**src/hw/arnfh_pkg.sv**
```systemverilog
package arnfh_pkg;

    // register map, byte addresses on the apb side
    localparam int ADDR_W = 12;
    localparam logic [ADDR_W-1:0] OFF_FILTER_SET = 12'h100;
    localparam logic [ADDR_W-1:0] OFF_FILTER_CLR = 12'h104;
    localparam logic [31:0] FILTER_RESET = 32'h00000000;

    // filter layout: bit 31 for remote buses, bits 30..0 for nodes 62..32
    localparam int ALL_BUSES_BIT = 31;
    localparam logic [5:0] NODE_BASE = 6'h20;
    localparam logic [5:0] NODE_BCAST = 6'h3F;

    // cycles from request strobe to decision strobe
    localparam int DECIDE_LATENCY = 1;

    // destination context of a received packet
    typedef enum logic [1:0] {
        CTX_OTHER = 2'h0,
        CTX_PHYS_REQ = 2'h1,
        CTX_ASYNC_REQ = 2'h2
    } arnfh_ctx_t;

    typedef struct packed {
        logic valid;
        logic [5:0] src_node;
        logic src_local;
        arnfh_ctx_t ctx;
    } arnfh_req_t;

    typedef struct packed {
        logic valid;
        logic examined;
        logic covered;
        logic accept;
    } arnfh_res_t;

    // local node number that this upper filter owns a bit for
    function automatic logic arnfh_node_covered(input logic [5:0] node);
        arnfh_node_covered = (node >= NODE_BASE) && (node != NODE_BCAST);
    endfunction

endpackage
```
**src/hw/arnfh_filter.sv**
```systemverilog
`timescale 1ns/100ps
module arnfh_filter
    import arnfh_pkg::*;
(
    // clock and reset
    input wire logic pclk,
    input wire logic presetn,
    // apb slave
    input wire logic psel,
    input wire logic penable,
    input wire logic pwrite,
    input wire logic [ADDR_W-1:0] paddr,
    input wire logic [31:0] pwdata,
    output logic [31:0] prdata,
    output logic pready,
    output logic pslverr,
    // receive path
    input wire arnfh_req_t req,
    output arnfh_res_t res
);

    ////////////////////////////////////////////////////////////////////////

    logic [31:0] filter_ff;
    logic [31:0] nxt_filter;
    logic [31:0] prdata_ff;
    logic [31:0] nxt_prdata;
    logic pready_ff;
    logic nxt_pready;
    logic pslverr_ff;
    logic nxt_pslverr;
    logic hit_set;
    logic hit_clr;
    logic done;

    assign prdata = prdata_ff;
    assign pready = pready_ff;
    assign pslverr = pslverr_ff;

    assign hit_set = (paddr == OFF_FILTER_SET);
    assign hit_clr = (paddr == OFF_FILTER_CLR);
    // one wait state keeps pready and prdata straight from flops
    assign done = psel && penable && pready_ff;

    always_comb
    begin
        nxt_filter = filter_ff;
        nxt_pready = psel && penable && !pready_ff;
        nxt_prdata = 32'h00000000;
        nxt_pslverr = nxt_pready && !(hit_set || hit_clr);
        if (done && pwrite && hit_set)
        begin
            nxt_filter = filter_ff | pwdata;
        end
        else if (done && pwrite && hit_clr)
        begin
            nxt_filter = filter_ff & ~pwdata;
        end
        if (nxt_pready && !pwrite && (hit_set || hit_clr))
        begin
            nxt_prdata = filter_ff;
        end
    end

    always_ff @(posedge pclk or negedge presetn)
    begin
        if (!presetn)
        begin
            filter_ff <= FILTER_RESET;
            prdata_ff <= 32'h00000000;
            pready_ff <= 1'b0;
            pslverr_ff <= 1'b0;
        end
        else
        begin
            filter_ff <= nxt_filter;
            prdata_ff <= nxt_prdata;
            pready_ff <= nxt_pready;
            pslverr_ff <= nxt_pslverr;
        end
    end

    ////////////////////////////////////////////////////////////////////////

    // the decision is a registered stage so ack logic sees a clean flop
    arnfh_match u_match
    (
        .pclk(pclk),
        .presetn(presetn),
        .filter(filter_ff),
        .req(req),
        .res(res)
    );

    logic local_upper;
    logic node_bit;
    assign node_bit = filter_ff[req.src_node[4:0]];
    assign local_upper = req.valid && (req.ctx != CTX_OTHER)
        && req.src_local && arnfh_node_covered(req.src_node);
endmodule

```
**src/hw/arnfh_match.sv**
```systemverilog
`timescale 1ns/100ps
module arnfh_match
    import arnfh_pkg::*;
(
    // clock and reset
    input wire logic pclk,
    input wire logic presetn,
    // filter state and request
    input wire logic [31:0] filter,
    input wire arnfh_req_t req,
    // registered decision
    output arnfh_res_t res
);

    arnfh_res_t res_ff;
    arnfh_res_t nxt_res;
    logic [4:0] bit_idx;

    assign res = res_ff;
    assign bit_idx = req.src_node[4:0];

    always_comb
    begin
        nxt_res = '0;
        nxt_res.valid = req.valid;
        // only requests bound for the two request contexts are checked
        nxt_res.examined = req.valid && (req.ctx != CTX_OTHER);
        // lower nodes belong to the low filter, so covered stays low
        nxt_res.covered = nxt_res.examined
            && (!req.src_local || arnfh_node_covered(req.src_node));
        if (!nxt_res.examined)
        begin
            nxt_res.accept = req.valid;
        end
        else if (!req.src_local)
        begin
            nxt_res.accept = filter[ALL_BUSES_BIT];
        end
        else if (nxt_res.covered)
        begin
            nxt_res.accept = filter[bit_idx];
        end
        else
        begin
            nxt_res.accept = 1'b0;
        end
    end

    always_ff @(posedge pclk or negedge presetn)
    begin
        if (!presetn)
        begin
            res_ff <= '0;
        end
        else
        begin
            res_ff <= nxt_res;
        end
    end

endmodule

```
**config.mk**
```make
export PLATFORM = sky130hd
export DESIGN_NAME = arnfh_filter
export DESIGN_NICKNAME = d
export VERILOG_FILES = /design/src/hw/arnfh_pkg.sv /design/src/hw/arnfh_filter.sv /design/src/hw/arnfh_match.sv
export SDC_FILE = /design/constraint.sdc
export NUM_CORES = 1
export LEC_CHECK = 0
export ABC_CLOCK_PERIOD_IN_PS = 3000
export CAP_MARGIN = 25
export CORE_MARGIN = 3
export CORE_UTILIZATION = 55
export CTS_CLUSTER_SIZE = 30
export DETAILED_ROUTE_END_ITERATION = 10
export DONT_BUFFER_PORTS = 1
export PLACE_DENSITY_LB_ADDON = 0.05
export SLEW_MARGIN = 10
export SYNTH_ARGS = -nofsm -noshare
export SYNTH_HDL_FRONTEND = slang
export SYNTH_SLANG_ARGS = --single-unit
```
**constraint.sdc**
```tcl
create_clock -name pclk -period 3 [get_ports pclk]
set_input_delay 0.45 -clock pclk [delete_from_list [all_inputs] [get_ports pclk]]
set_output_delay 0.45 -clock pclk [all_outputs]
set_load 0.05 [all_outputs]
```
== Word-level counts from Yosys, hierarchy flattened ==
Index checks and enable logic that the tools add are counted.
W data, S select, Z words.

* $lt $le $gt $ge: 2
* Equality and inequality tests: 3
* Mux-type cells: 8
* Bitwise operators: 3
* Reductions and logical operators: 20

{| class="wikitable"
|+ Operators with widths
! kind !! count
|-
| $mux W32 || 3
|-
| $and A32 B32 Y32 || 1
|-
| $not A32 Y32 || 1
|-
| $or A32 B32 Y32 || 1
|-
| $eq A12 B9 Y1 const B || 2
|-
| $logic_and A1 B1 Y1 || 12
|-
| $ge A6 B6 Y1 const B || 1
|-
| $lt A5 B6 Y1 const B || 1
|-
| $ne A6 B6 Y1 const B || 1
|-
| $bmux W1 S5 || 1
|-
| $logic_not A1 Y1 || 4
|-
| $mux W1 || 4
|-
| $reduce_bool A2 Y1 || 2
|-
| $logic_or A1 B1 Y1 || 2
|}

* Register bits after elaboration: 70
* Bits of input ports: 59
* Output and inout port bits: 38
* Logic and storage cells: 44

== Depth between registers and ports, before layout ==
Gate-level depths: netlist (run 1).

* Word-level depth: 7
* Depth in mapped cells: 7

== Hierarchy ==
Synthesis (run 1) repeated with hierarchy kept, for this count alone.

* Cell total of the unflattened synthesis: 257
* Area, all modules: 3125.5 um^2

{| class="wikitable"
|+ Modules (own cells, without submodules)
! module !! times used !! cells each !! area an instance (um^2) !! seq. area each (um^2)
|-
| arnfh_filter || 1 || 222 || 2657.5 || 1651.6
|-
| arnfh_match || 1 || 35 || 467.9 || 100.1
|}

== Worst setup path before layout (run 1) ==
Ideal clock, no wire load.

* Path kind: in2reg
* Start: input port req[4] (netlist name)
* End: register u_match.res_ff (netlist bit u_match.res[0])
* Setup time: 0.129 ns
* Arrival time: 2.012 ns
* Setup slack: 0.859 ns
* Stages on the path: 5
* Buffers on the path: 1
* Cells stage by stage: buf_6 -> mux4_1 -> mux4_2 -> nor4b_4 -> a2111o_1

{| class="wikitable"
|+ RTL lines
! what !! RTL line !! text
|-
| from (decl) || arnfh_filter.sv:18 || <nowiki>input wire arnfh_req_t req,</nowiki>
|-
| to (signal assigned) || arnfh_match.sv:57 || <nowiki>res_ff <= nxt_res;</nowiki>
|-
| to (decl) || arnfh_match.sv:15 || <nowiki>arnfh_res_t res_ff;</nowiki>
|}

==> impl_metrics.json, run 1 <==
{
  "synth-seq-area-share_pct": 58.2,
  "clock_sinks": 70,
  "hp-class": "in -> reg",
  "gr-usage-all-layers_pct": 21.4,
  "post_synth_num_cell_types": 26,
  "hold_viol": 0,
  "reg2reg_slack_ps": 1030,
  "start_util_pct": 57.8,
  "synthCells": 256,
  "drive_gt1_share_pct": 10.9,
  "cts_setup_buffers": 0,
  "clk_pin_slew_ps": 70,
  "synth_nets": 315,
  "pwr-share-comb_pct": 3.2,
  "arrival_ps": 2180,
  "clockRootBuffer": "clkbuf_8",
  "outcome": "completed",
  "rsz0062_at_grt": "false",
  "fp.coreArea_mm2": 0.00520,
  "cp.depth": 4,
  "finalSetupTns_ps": 0,
  "die-area_mm2": 0.00639,
  "intPower_mw": 1.26,
  "slew_violations": 0,
  "dpl.hpwl_mm": 4.29,
  "fmax_ghz": 0.508,
  "cp_max_fo": 2,
  "routed-via-count": 1904,
  "slowest_stage": "mux4_1",
  "nets": 311,
  "drt_pass1_iterations": 4,
  "multi_input_area_mm2": 0.00103,
  "mostFrequentLayoutCell": "dfrtp_1",
  "die_w_um": 80.0,
  "crit_chain": "mux4_1 -> mux4_2 -> nor4b_4 -> a2111o_1",
  "p_per_area_mw_per_mm2": 510,
  "ys_seq_elements": 70,
  "clockPowerShare_pct": 37.7,
  "wl_mm": 6.37,
  "routedWlPerCell_um": 19.6,
  "cp_num_buf_inv": 0,
  "max_slew_margin_pct": 55.6,
  "critPathRequiredTime_ps": 3210,
  "worstSetupPathType": "reg -> reg",
  "syn_to_final_growth_pct": 7.07,
  "post-route-min-period_ps": 1970,
  "cts_hold_buffers": 2,
  "avgViaCountPerCell": 5.84,
  "crit_path_end_kind": "flip-flop",
  "r2r-end": "u_match.res[0]",
  "synth.avg_cell_area_um2": 11.7,
  "yosys_warnings": 0,
  "max_slew.worst_pin.slew_ps": 667,
  "cp-endpoint": "u_match.res[0]",
  "die_h_um": 80.0,
  "finalWeightedCongestion": 0.771,
  "tritoncts": "done",
  "cts-resized-gates": 0,
  "drc": 0,
  "seqPwrFrac_pct": 59.0,
  "grt_pass1_wl_mm": 10.0,
  "fillers": 446,
  "netSwitchingPower_uw": 385,
  "reg2regPathDepth": 4,
  "finClkSkew_ps": 7.56,
  "drtAntennaViolNets": 0,
  "numCtsBuffers": 9,
  "mappedNetlistArea_mm2": 0.00301,
  "place_area_mm2": 0.00303,
  "antenna_found_initial": 0,
  "io_pins": 97,
  "clock_path_buffers": 2,
  "antenna_cells": 0,
  "critical-path-top-delay-family": "multiplexers",
  "portBuffers": 0,
  "htreeDepth": 3,
  "regArea_mm2": 0.00175,
  "crit_path_max_incr_delay_ps": 520,
  "maxCapViolCount": 0,
  "switching_share_pct": 23.5,
  "critPathLaunchType": "flip-flop",
  "period_share_pct": 65.6,
  "finalSetupViolations": 0,
  "p_leak_nw": 1.69,
  "num_rows": 26,
  "clk_latency_ps": 340,
  "grt_overflow": 0,
  "stdcell_area_mm2": 0.00322,
  "grt_max_degree": 71,
  "first_iter_violations": 105,
  "final_cell_mix": "dfrtp_1 (70), nand2_1 (36), inv_1 (34), nor4_1 (34), mux2i_1 (33)",
  "grt_pass1_vias": 1991,
  "ir_worst_vdd_v": 0.000233
}
==> Yosys cell counts (all sizes together) <==
library cell / instances / area share (%)
and2: 1 / 0.21
mux2i: 33 / 11
nand2: 36 / 4.5
nand3: 2 / 0.33
o21ai: 2 / 0.58
dfrtp: 70 / 58
nor4b: 2 / 1.1
buf: 2 / 0.75
o22ai: 1 / 0.21
mux2: 1 / 0.37
a2111o: 1 / 0.37
nand4b: 1 / 0.29
a21oi: 1 / 0.17
clkbuf: 18 / 2.2
mux4: 8 / 6.4
inv: 35 / 4.4
or2: 1 / 0.21
o31ai: 1 / 0.25
o2111a: 1 / 0.37
and4: 2 / 0.58
nor3: 2 / 0.33
nor4: 34 / 7.1
nor2: 1 / 0.12
==> metrics by stage <==
stage                     total power [mW]  hold slack, ps  std cells  utilization [%]  setup slack [ps]
after floorplan                       1.03             154        256                -               859
after detailed placement              1.02             156        309             58.2               942
after CTS                             1.66             129        326             61.9              1030
after global placement                1.02             157        309             58.2               938
after global routing                  1.70             130        326             61.9               955
final                                 1.64             145        326             61.9              1030
==> power by group through the flow <==
stage	combinational [mW]	clock [mW]	sequential (mW)
6_report	0.0530	0.620	0.970
5_1_grt	0.0594	0.672	0.970
4_1_cts	0.0545	0.633	0.970
3_5_place_dp	0.0304	0	0.988
3_3_place_gp	0.0301	0	0.988
2_1_floorplan	0.0423	0	0.987
==> metal layers <==
| metal | share of wire (%) | wire [um] | GRT usage, % | up-vias |
|---|---|---|---|---|
| met5 | 0 | 0 | 0 | - |
| met4 | 1.5 | 96 | 10.1 | 0 |
| met3 | 9.5 | 603 | 6.88 | 9 |
| met2 | 47 | 3020 | 31.5 | 88 |
| met1 | 42 | 2650 | 28.7 | 933 |
| li1 | - | - | - | 874 |
==> worst min-delay path by stage <==
| stage | end | startpoint | slack [ps] | cells after the start |
|---|---|---|---|---|
| finish | u_match.res[3] | req[9] | 150 | 0 |
| global route | u_match.res[3] | req[9] | 130 | 0 |
| CTS | u_match.res[3] | req[9] | 130 | 0 |
| detailed placement | prdata[7] | presetn | 160 | 0 |
| global placement | prdata[0] | presetn | 160 | 0 |
| floorplan | async pin | presetn | 150 | 0 |
==> final cells by class <==
type	count	share of cell area [%]
clock inverter	5	0.855
tap	70	2.72
clock buffer	10	3.96
sequential	70	54.4
multi-input combinational	131	32.1
timing repair buffer	5	1.86
inverter	35	4.08
==> cell families (layout without fill, tap and decap cells) <==
kind of cell	Yosys count	in the layout	share of synthesized area (%)
compound gates	7	7	1.96
buf+inv	55	55	7.36
flops	70	70	58.2
mux	42	42	17.7
simple gates	82	82	14.7
No activity file was read; power rests on OpenSTA's default activity.
==> run 2: changes to the inputs <==
ABC_AREA = 1   (was not set)
ABC_CLOCK_PERIOD_IN_PS = 2020   (was 3000)
clock period = 2.02 ns   (was 3 ns; I/O delays follow)
==> impl_metrics.json, run 2 <==
{
  "outcome": "completed",
  "drc": 0,
  "reg2reg_slack_ps": 430,
  "ys_seq_elements": 70,
  "synth_fa_ha_area_share_pct": 0,
  "cts-resized-gates": 0,
  "synth-seq-area-share_pct": 57.6,
  "synthCells": 317,
  "clk_pin_slew_ps": 70,
  "routedWlPerCell_um": 15.0,
  "routed-via-count": 2000,
  "die_w_um": 80.4,
  "post-route-worst-setup-slack_ps": 434,
  "synth_edf_count": 0,
  "stdcell_area_mm2": 0.00329,
  "fillers": 466,
  "fmax_ghz": 0.630,
  "finalWeightedCongestion": 0.800,
  "finClkSkew_ps": 11.5,
  "placed_cells_incl_taps": 377,
  "finalSetupViolations": 0,
  "p_leak_nw": 2.00,
  "synth_xor_area_share_pct": 0,
  "start_util_pct": 58.1,
  "portBuffers": 0,
  "maxCapViolCount": 0,
  "reg2regPathDepth": 5,
  "post-place-ws_ps": 400,
  "first_iter_violations": 80,
  "slew_violations": 0,
  "clock_sinks": 70,
  "critPathLaunchType": "flip-flop",
  "rsz0062_at_grt": "false",
  "yosysMostFrequentCell": "nand2_1",
  "dpl.hpwl_mm": 4.00,
  "synth_top_family_by_area": "simple AND/OR/NAND/NOR gates",
  "multi_input_area_mm2": 0.00104,
  "muxShareOfSynthArea_pct": 10.5,
  "num_rows": 26,
  "hp-class": "in -> reg",
  "worstSetupPathType": "reg -> reg",
  "drive_gt1_share_pct": 15.7,
  "numCtsBuffers": 9,
  "p_per_area_mw_per_mm2": 779,
  "post_synth_num_cell_types": 16,
  "io_pins": 97,
  "post-route-min-period_ps": 1590,
  "wl_mm": 5.91,
  "gr-usage-all-layers_pct": 20.6,
  "mostFrequentLayoutCell": "nand2_1",
  "clk_latency_ps": 330,
  "htreeDepth": 3,
  "die-area_mm2": 0.00646,
  "yosys_warnings": 0,
  "clock_path_buffers": 2,
  "nets": 380,
  "final_cell_mix": "nand2_1 (82), dfrtp_1 (70), inv_1 (42), nor2_2 (32), mux2i_1 (32)",
  "period_share_pct": 78.5,
  "fp.coreArea_mm2": 0.00524,
  "synth-compound-area-share_pct": 0.658,
  "final_cells": 394,
  "synth_nets": 376,
  "finalSetupTns_ps": 0,
  "synth_common_cells": "nand2_1 (82), dfrtp_1 (70), inv_1 (42), mux2i_1 (32), nor2_2 (32)",
  "yosys_most_used_dff": "dfrtp_1",
  "drt_pass1_iterations": 4,
  "critPathRequiredTime_ps": 2270,
  "drtAntennaViolNets": 0,
  "max_slew_margin_pct": 65.1,
  "hold_viol": 0,
  "antenna_cells": 0,
  "avgViaCountPerCell": 5.08,
  "arrival_ps": 1840,
  "yosysTopAreaCell": "dfrtp_1",
  "crit_path_end_kind": "flip-flop",
  "tritoncts": "done",
  "place_area_mm2": 0.00308,
  "ir_worst_vdd_v": 0.000436,
  "min_path_cells": 1,
  "clockRootBuffer": "clkbuf_8",
  "die_h_um": 80.4,
  "antenna_found_initial": 0,
  "p_total_mw": 2.56,
  "synth.avg_cell_area_um2": 9.60,
  "max_slew.worst_pin.slew_ps": 523,
  "mappedNetlistArea_mm2": 0.00304,
  "synth.top_cells.by_area": "dfrtp_1 (58%), mux2i_1 (11%), nand2_1 (10%), nor2_2 (6.6%), inv_1 (5.2%)",
  "grt_overflow": 0,
  "synthSimpleGateAreaFrac_pct": 23.0,
  "synth_top_area_share_pct": 57.6,
  "grt_pass1_wl_mm": 10.0,
  "grt_max_degree": 71,
  "regArea_mm2": 0.00175,
  "async_reset_ff_share_pct": 100,
  "grt_pass1_vias": 2161,
  "cp_max_fo": 32,
  "syn_to_final_growth_pct": 8.27
}
run 2: changes by cell type after synthesis, moves of 3 or more:
cell / delta
buf_2: +8
mux4_2: -5
nand2_1: +46
a21oi_1: +3
nand3_1: +21
inv_1: +8
nor2_2: +32
mux4_1: -3
nand4_1: +3
nor2_1: +8
clkbuf_1: -15
nor4_1: -34
run 2: power by group:
part	switching, mW	internal [mW]	total [mW]
registers	0.0256	1.41	1.43
logic	0.0697	0.0354	0.105
clock network	0.469	0.557	1.03
total	0.564	2.00	2.56
run 2: worst max-delay path: stages, from the launching register on:
cell	delay [ps]
dfrtp_1	400
nor2_1	170
inv_2	50
or3_2	430
buf_4	300
nor2_2	150
run 2: through the flow:
| stage | hold slack [ps] | util (%) |
|---|---|---|
| after floorplan | 7.41 | - |
| after global placement | 8.89 | 58.7 |
| after detailed placement | 8.97 | 58.7 |
| after CTS | 33.8 | 62.9 |
| after global routing | 28.6 | 62.9 |
| final | 51.7 | 62.9 |
run 2: cells by family after synthesis:
logic type | after synthesis
buffers and inverters | 58
and+or+nand+nor | 153
DFF | 70
AOI/OAI and AO/OA | 4
muxes | 32
run 2: worst paths after layout:
kind,from,endpoint
worst max-delay path,pready,prdata[7]
worst min-delay path,paddr[2],flip-flop
worst max register to register,pready,prdata[7]
worst min register to register,pready,pready
max in group asynchronous,presetn,async pin
min in group asynchronous,presetn,prdata[6]
run 2: cell type report:
cell class	instances	area share (%)
timing repair buffer	7	2.36
inverter	44	5.02
clock inverter	2	1.06
multi-input combinational	189	31.6
clock buffer	12	4.10
tap	70	2.66
sequential	70	53.2
run 2: repair_timing:
item	4_1_cts	5_1_grt
setup buffers	0	0
hold buffers	3	0
hold endpoints to repair	71	0
run 2: metal layers:
layer | vias to the layer above | wire length, um | track usage, %
li1 | 976 | - | -
met1 | 936 | 2640 | 26.4
met2 | 77 | 2730 | 31.9
met3 | 11 | 434 | 6.50
met4 | 0 | 98 | 9.12
met5 | - | 0 | 0
==> run 3: changes to the inputs <==
ABC_CLOCK_PERIOD_IN_PS = 1400   (was 2020)
clock period = 1.4 ns   (was 2.02 ns; I/O delays follow)
==> impl_metrics.json, run 3 (same netlist as run 2, synthesis figures left out) <==
{
  "outcome": "complete, but fails checks",
  "failed_checks": "negative hold slack",
  "drtAntennaViolNets": 0,
  "ir_worst_vdd_v": 0.000915,
  "crit_path_max_incr_delay_ps": 420,
  "grt_max_degree": 71,
  "mostFrequentLayoutCell": "nand2_1",
  "final_cell_mix": "nand2_1 (81), dfrtp_1 (69), inv_1 (42), nor2_2 (34), mux2i_1 (32)",
  "drt_pass1_iterations": 5,
  "drc": 0,
  "post-route-worst-setup-slack_ps": 40.6,
  "clk_pin_slew_ps": 70,
  "wl_mm": 6.27,
  "crit_chain": "nor2_2 -> inv_2 -> or3_4 -> buf_12 -> nor2_2",
  "arrival_ps": 1630,
  "die-area_mm2": 0.00646,
  "worstSetupPathType": "reg -> reg",
  "routedWlPerCell_um": 15.6,
  "antenna_cells": 0,
  "r2r-end": "prdata[12]",
  "final_cells": 403,
  "p_per_area_mw_per_mm2": 1170,
  "max_slew.worst_pin.slew_ps": 491,
  "period_share_pct": 97.1,
  "crit_path_end_kind": "flip-flop",
  "maxCapViolCount": 0,
  "slowest_stage": "or3_4",
  "startpoint": "pready",
  "cts_hold_buffers": 4,
  "fp.coreArea_mm2": 0.00524,
  "clock_sinks": 70,
  "critPathRequiredTime_ps": 1670,
  "routed-via-count": 2053,
  "clockRootBuffer": "clkbuf_8",
  "htreeDepth": 3,
  "io_pins": 97,
  "finalWeightedCongestion": 0.794,
  "fmax_ghz": 0.736,
  "syn_to_final_growth_pct": 14.1,
  "hold_viol": 70,
  "utilization_pct": 66.2,
  "drive_gt1_share_pct": 19.5,
  "first_iter_violations": 129,
  "cp_max_fo": 18,
  "clk_latency_ps": 330,
  "reg2regPathDepth": 5,
  "reg2reg_slack_ps": 40,
  "start_util_pct": 58.1,
  "dpl.hpwl_mm": 4.23,
  "max_slew_margin_pct": 67.3,
  "grt_overflow": 0,
  "gr-usage-all-layers_pct": 20.6,
  "grt_pass1_wl_mm": 9.98,
  "num_rows": 26,
  "fin_hold_ws_ps": -434,
  "hp-class": "in -> async",
  "p_total_mw": 4.06,
  "clock_path_buffers": 2,
  "critPathLaunchType": "flip-flop",
  "slew_violations": 0,
  "crit_top_cell": "nor2_2",
  "p_leak_nw": 2.10,
  "avgViaCountPerCell": 5.09,
  "cts_setup_buffers": 0,
  "antenna_found_initial": 0,
  "grt_pass1_vias": 2129,
  "crit-reg2reg-launch": "pready",
  "tritoncts": "done",
  "portBuffers": 0,
  "die_w_um": 80.4,
  "post-route-min-period_ps": 1360,
  "rsz0062_at_grt": "true",
  "post-place-ws_ps": -25.5,
  "die_h_um": 80.4,
  "nets": 387,
  "placed_cells_incl_taps": 382,
  "numCtsBuffers": 9,
  "finalSetupViolations": 0,
  "finClkSkew_ps": 7.05
}
[run 3: cell types whose count changed in the layout (fill, tap and decap cells not counted), moves of 2 or more]
cell / previous run / this run
nor2_1: 9 / 7
clkbuf_8: 9 / 12
buf_12: 0 / 3
clkbuf_1: 3 / 1
buf_6: 0 / 2
nor2_2: 32 / 34
[run 3: per-stage QoR]
stage	area (um^2)	setup TNS [ps]
after floorplan	3050	-968
after global placement	3140	0
after detailed placement	3140	-314
after CTS	3430	0
after global routing	3470	-493
final	3470	0
[run 3: layer usage]
layer	track usage (%)	share of wire, %	vias to the layer above
met2	31.6	48	81
li1	-	-	991
met3	7.85	8.0	9
met5	0	0	-
met1	26.4	42	972
met4	7.43	1.6	0
[run 3: worst max-delay path by stage]
stage	cells past startpoint	to	slack, ps
after floorplan	6	prdata[0]	-30
after global placement	9	flip-flop	7
after detailed placement	9	flip-flop	-30
after CTS	7	prdata[29]	60
after global routing	6	flip-flop	-40
final	5	prdata[12]	40
[run 3: power breakdown]
group          switching [mW]  leakage (nW)  internal, mW
clock                   0.704         0.120          1.15
sequential             0.0372         0.801          2.03
combinational          0.0809          1.18        0.0565
[run 3: layout make-up]
| class | count | area [um^2] |
|---|---|---|
| clock inverters | 3 | 65.1 |
| clock buffers | 13 | 169 |
| inverters | 44 | 165 |
| repair buffers | 14 | 178 |
| multi-input cells | 189 | 1050 |
| fillers | 432 | 1770 |
| flip-flops and latches | 70 | 1750 |
| well taps | 70 | 87.6 |
[run 3: critical path: cells and delay by family (launching register included)]
kind | cells | cell delay [ps]
flops | 1 | 410
simple gates | 3 | 640
buf+inv | 2 | 240
[run 3: what timing repair did]
item,in CTS,in global routing
resized for setup,1,5
pin swaps,0,1
hold endpoints to repair,104,70
endpoints found under the setup margin,32,53
gates cloned,0,1
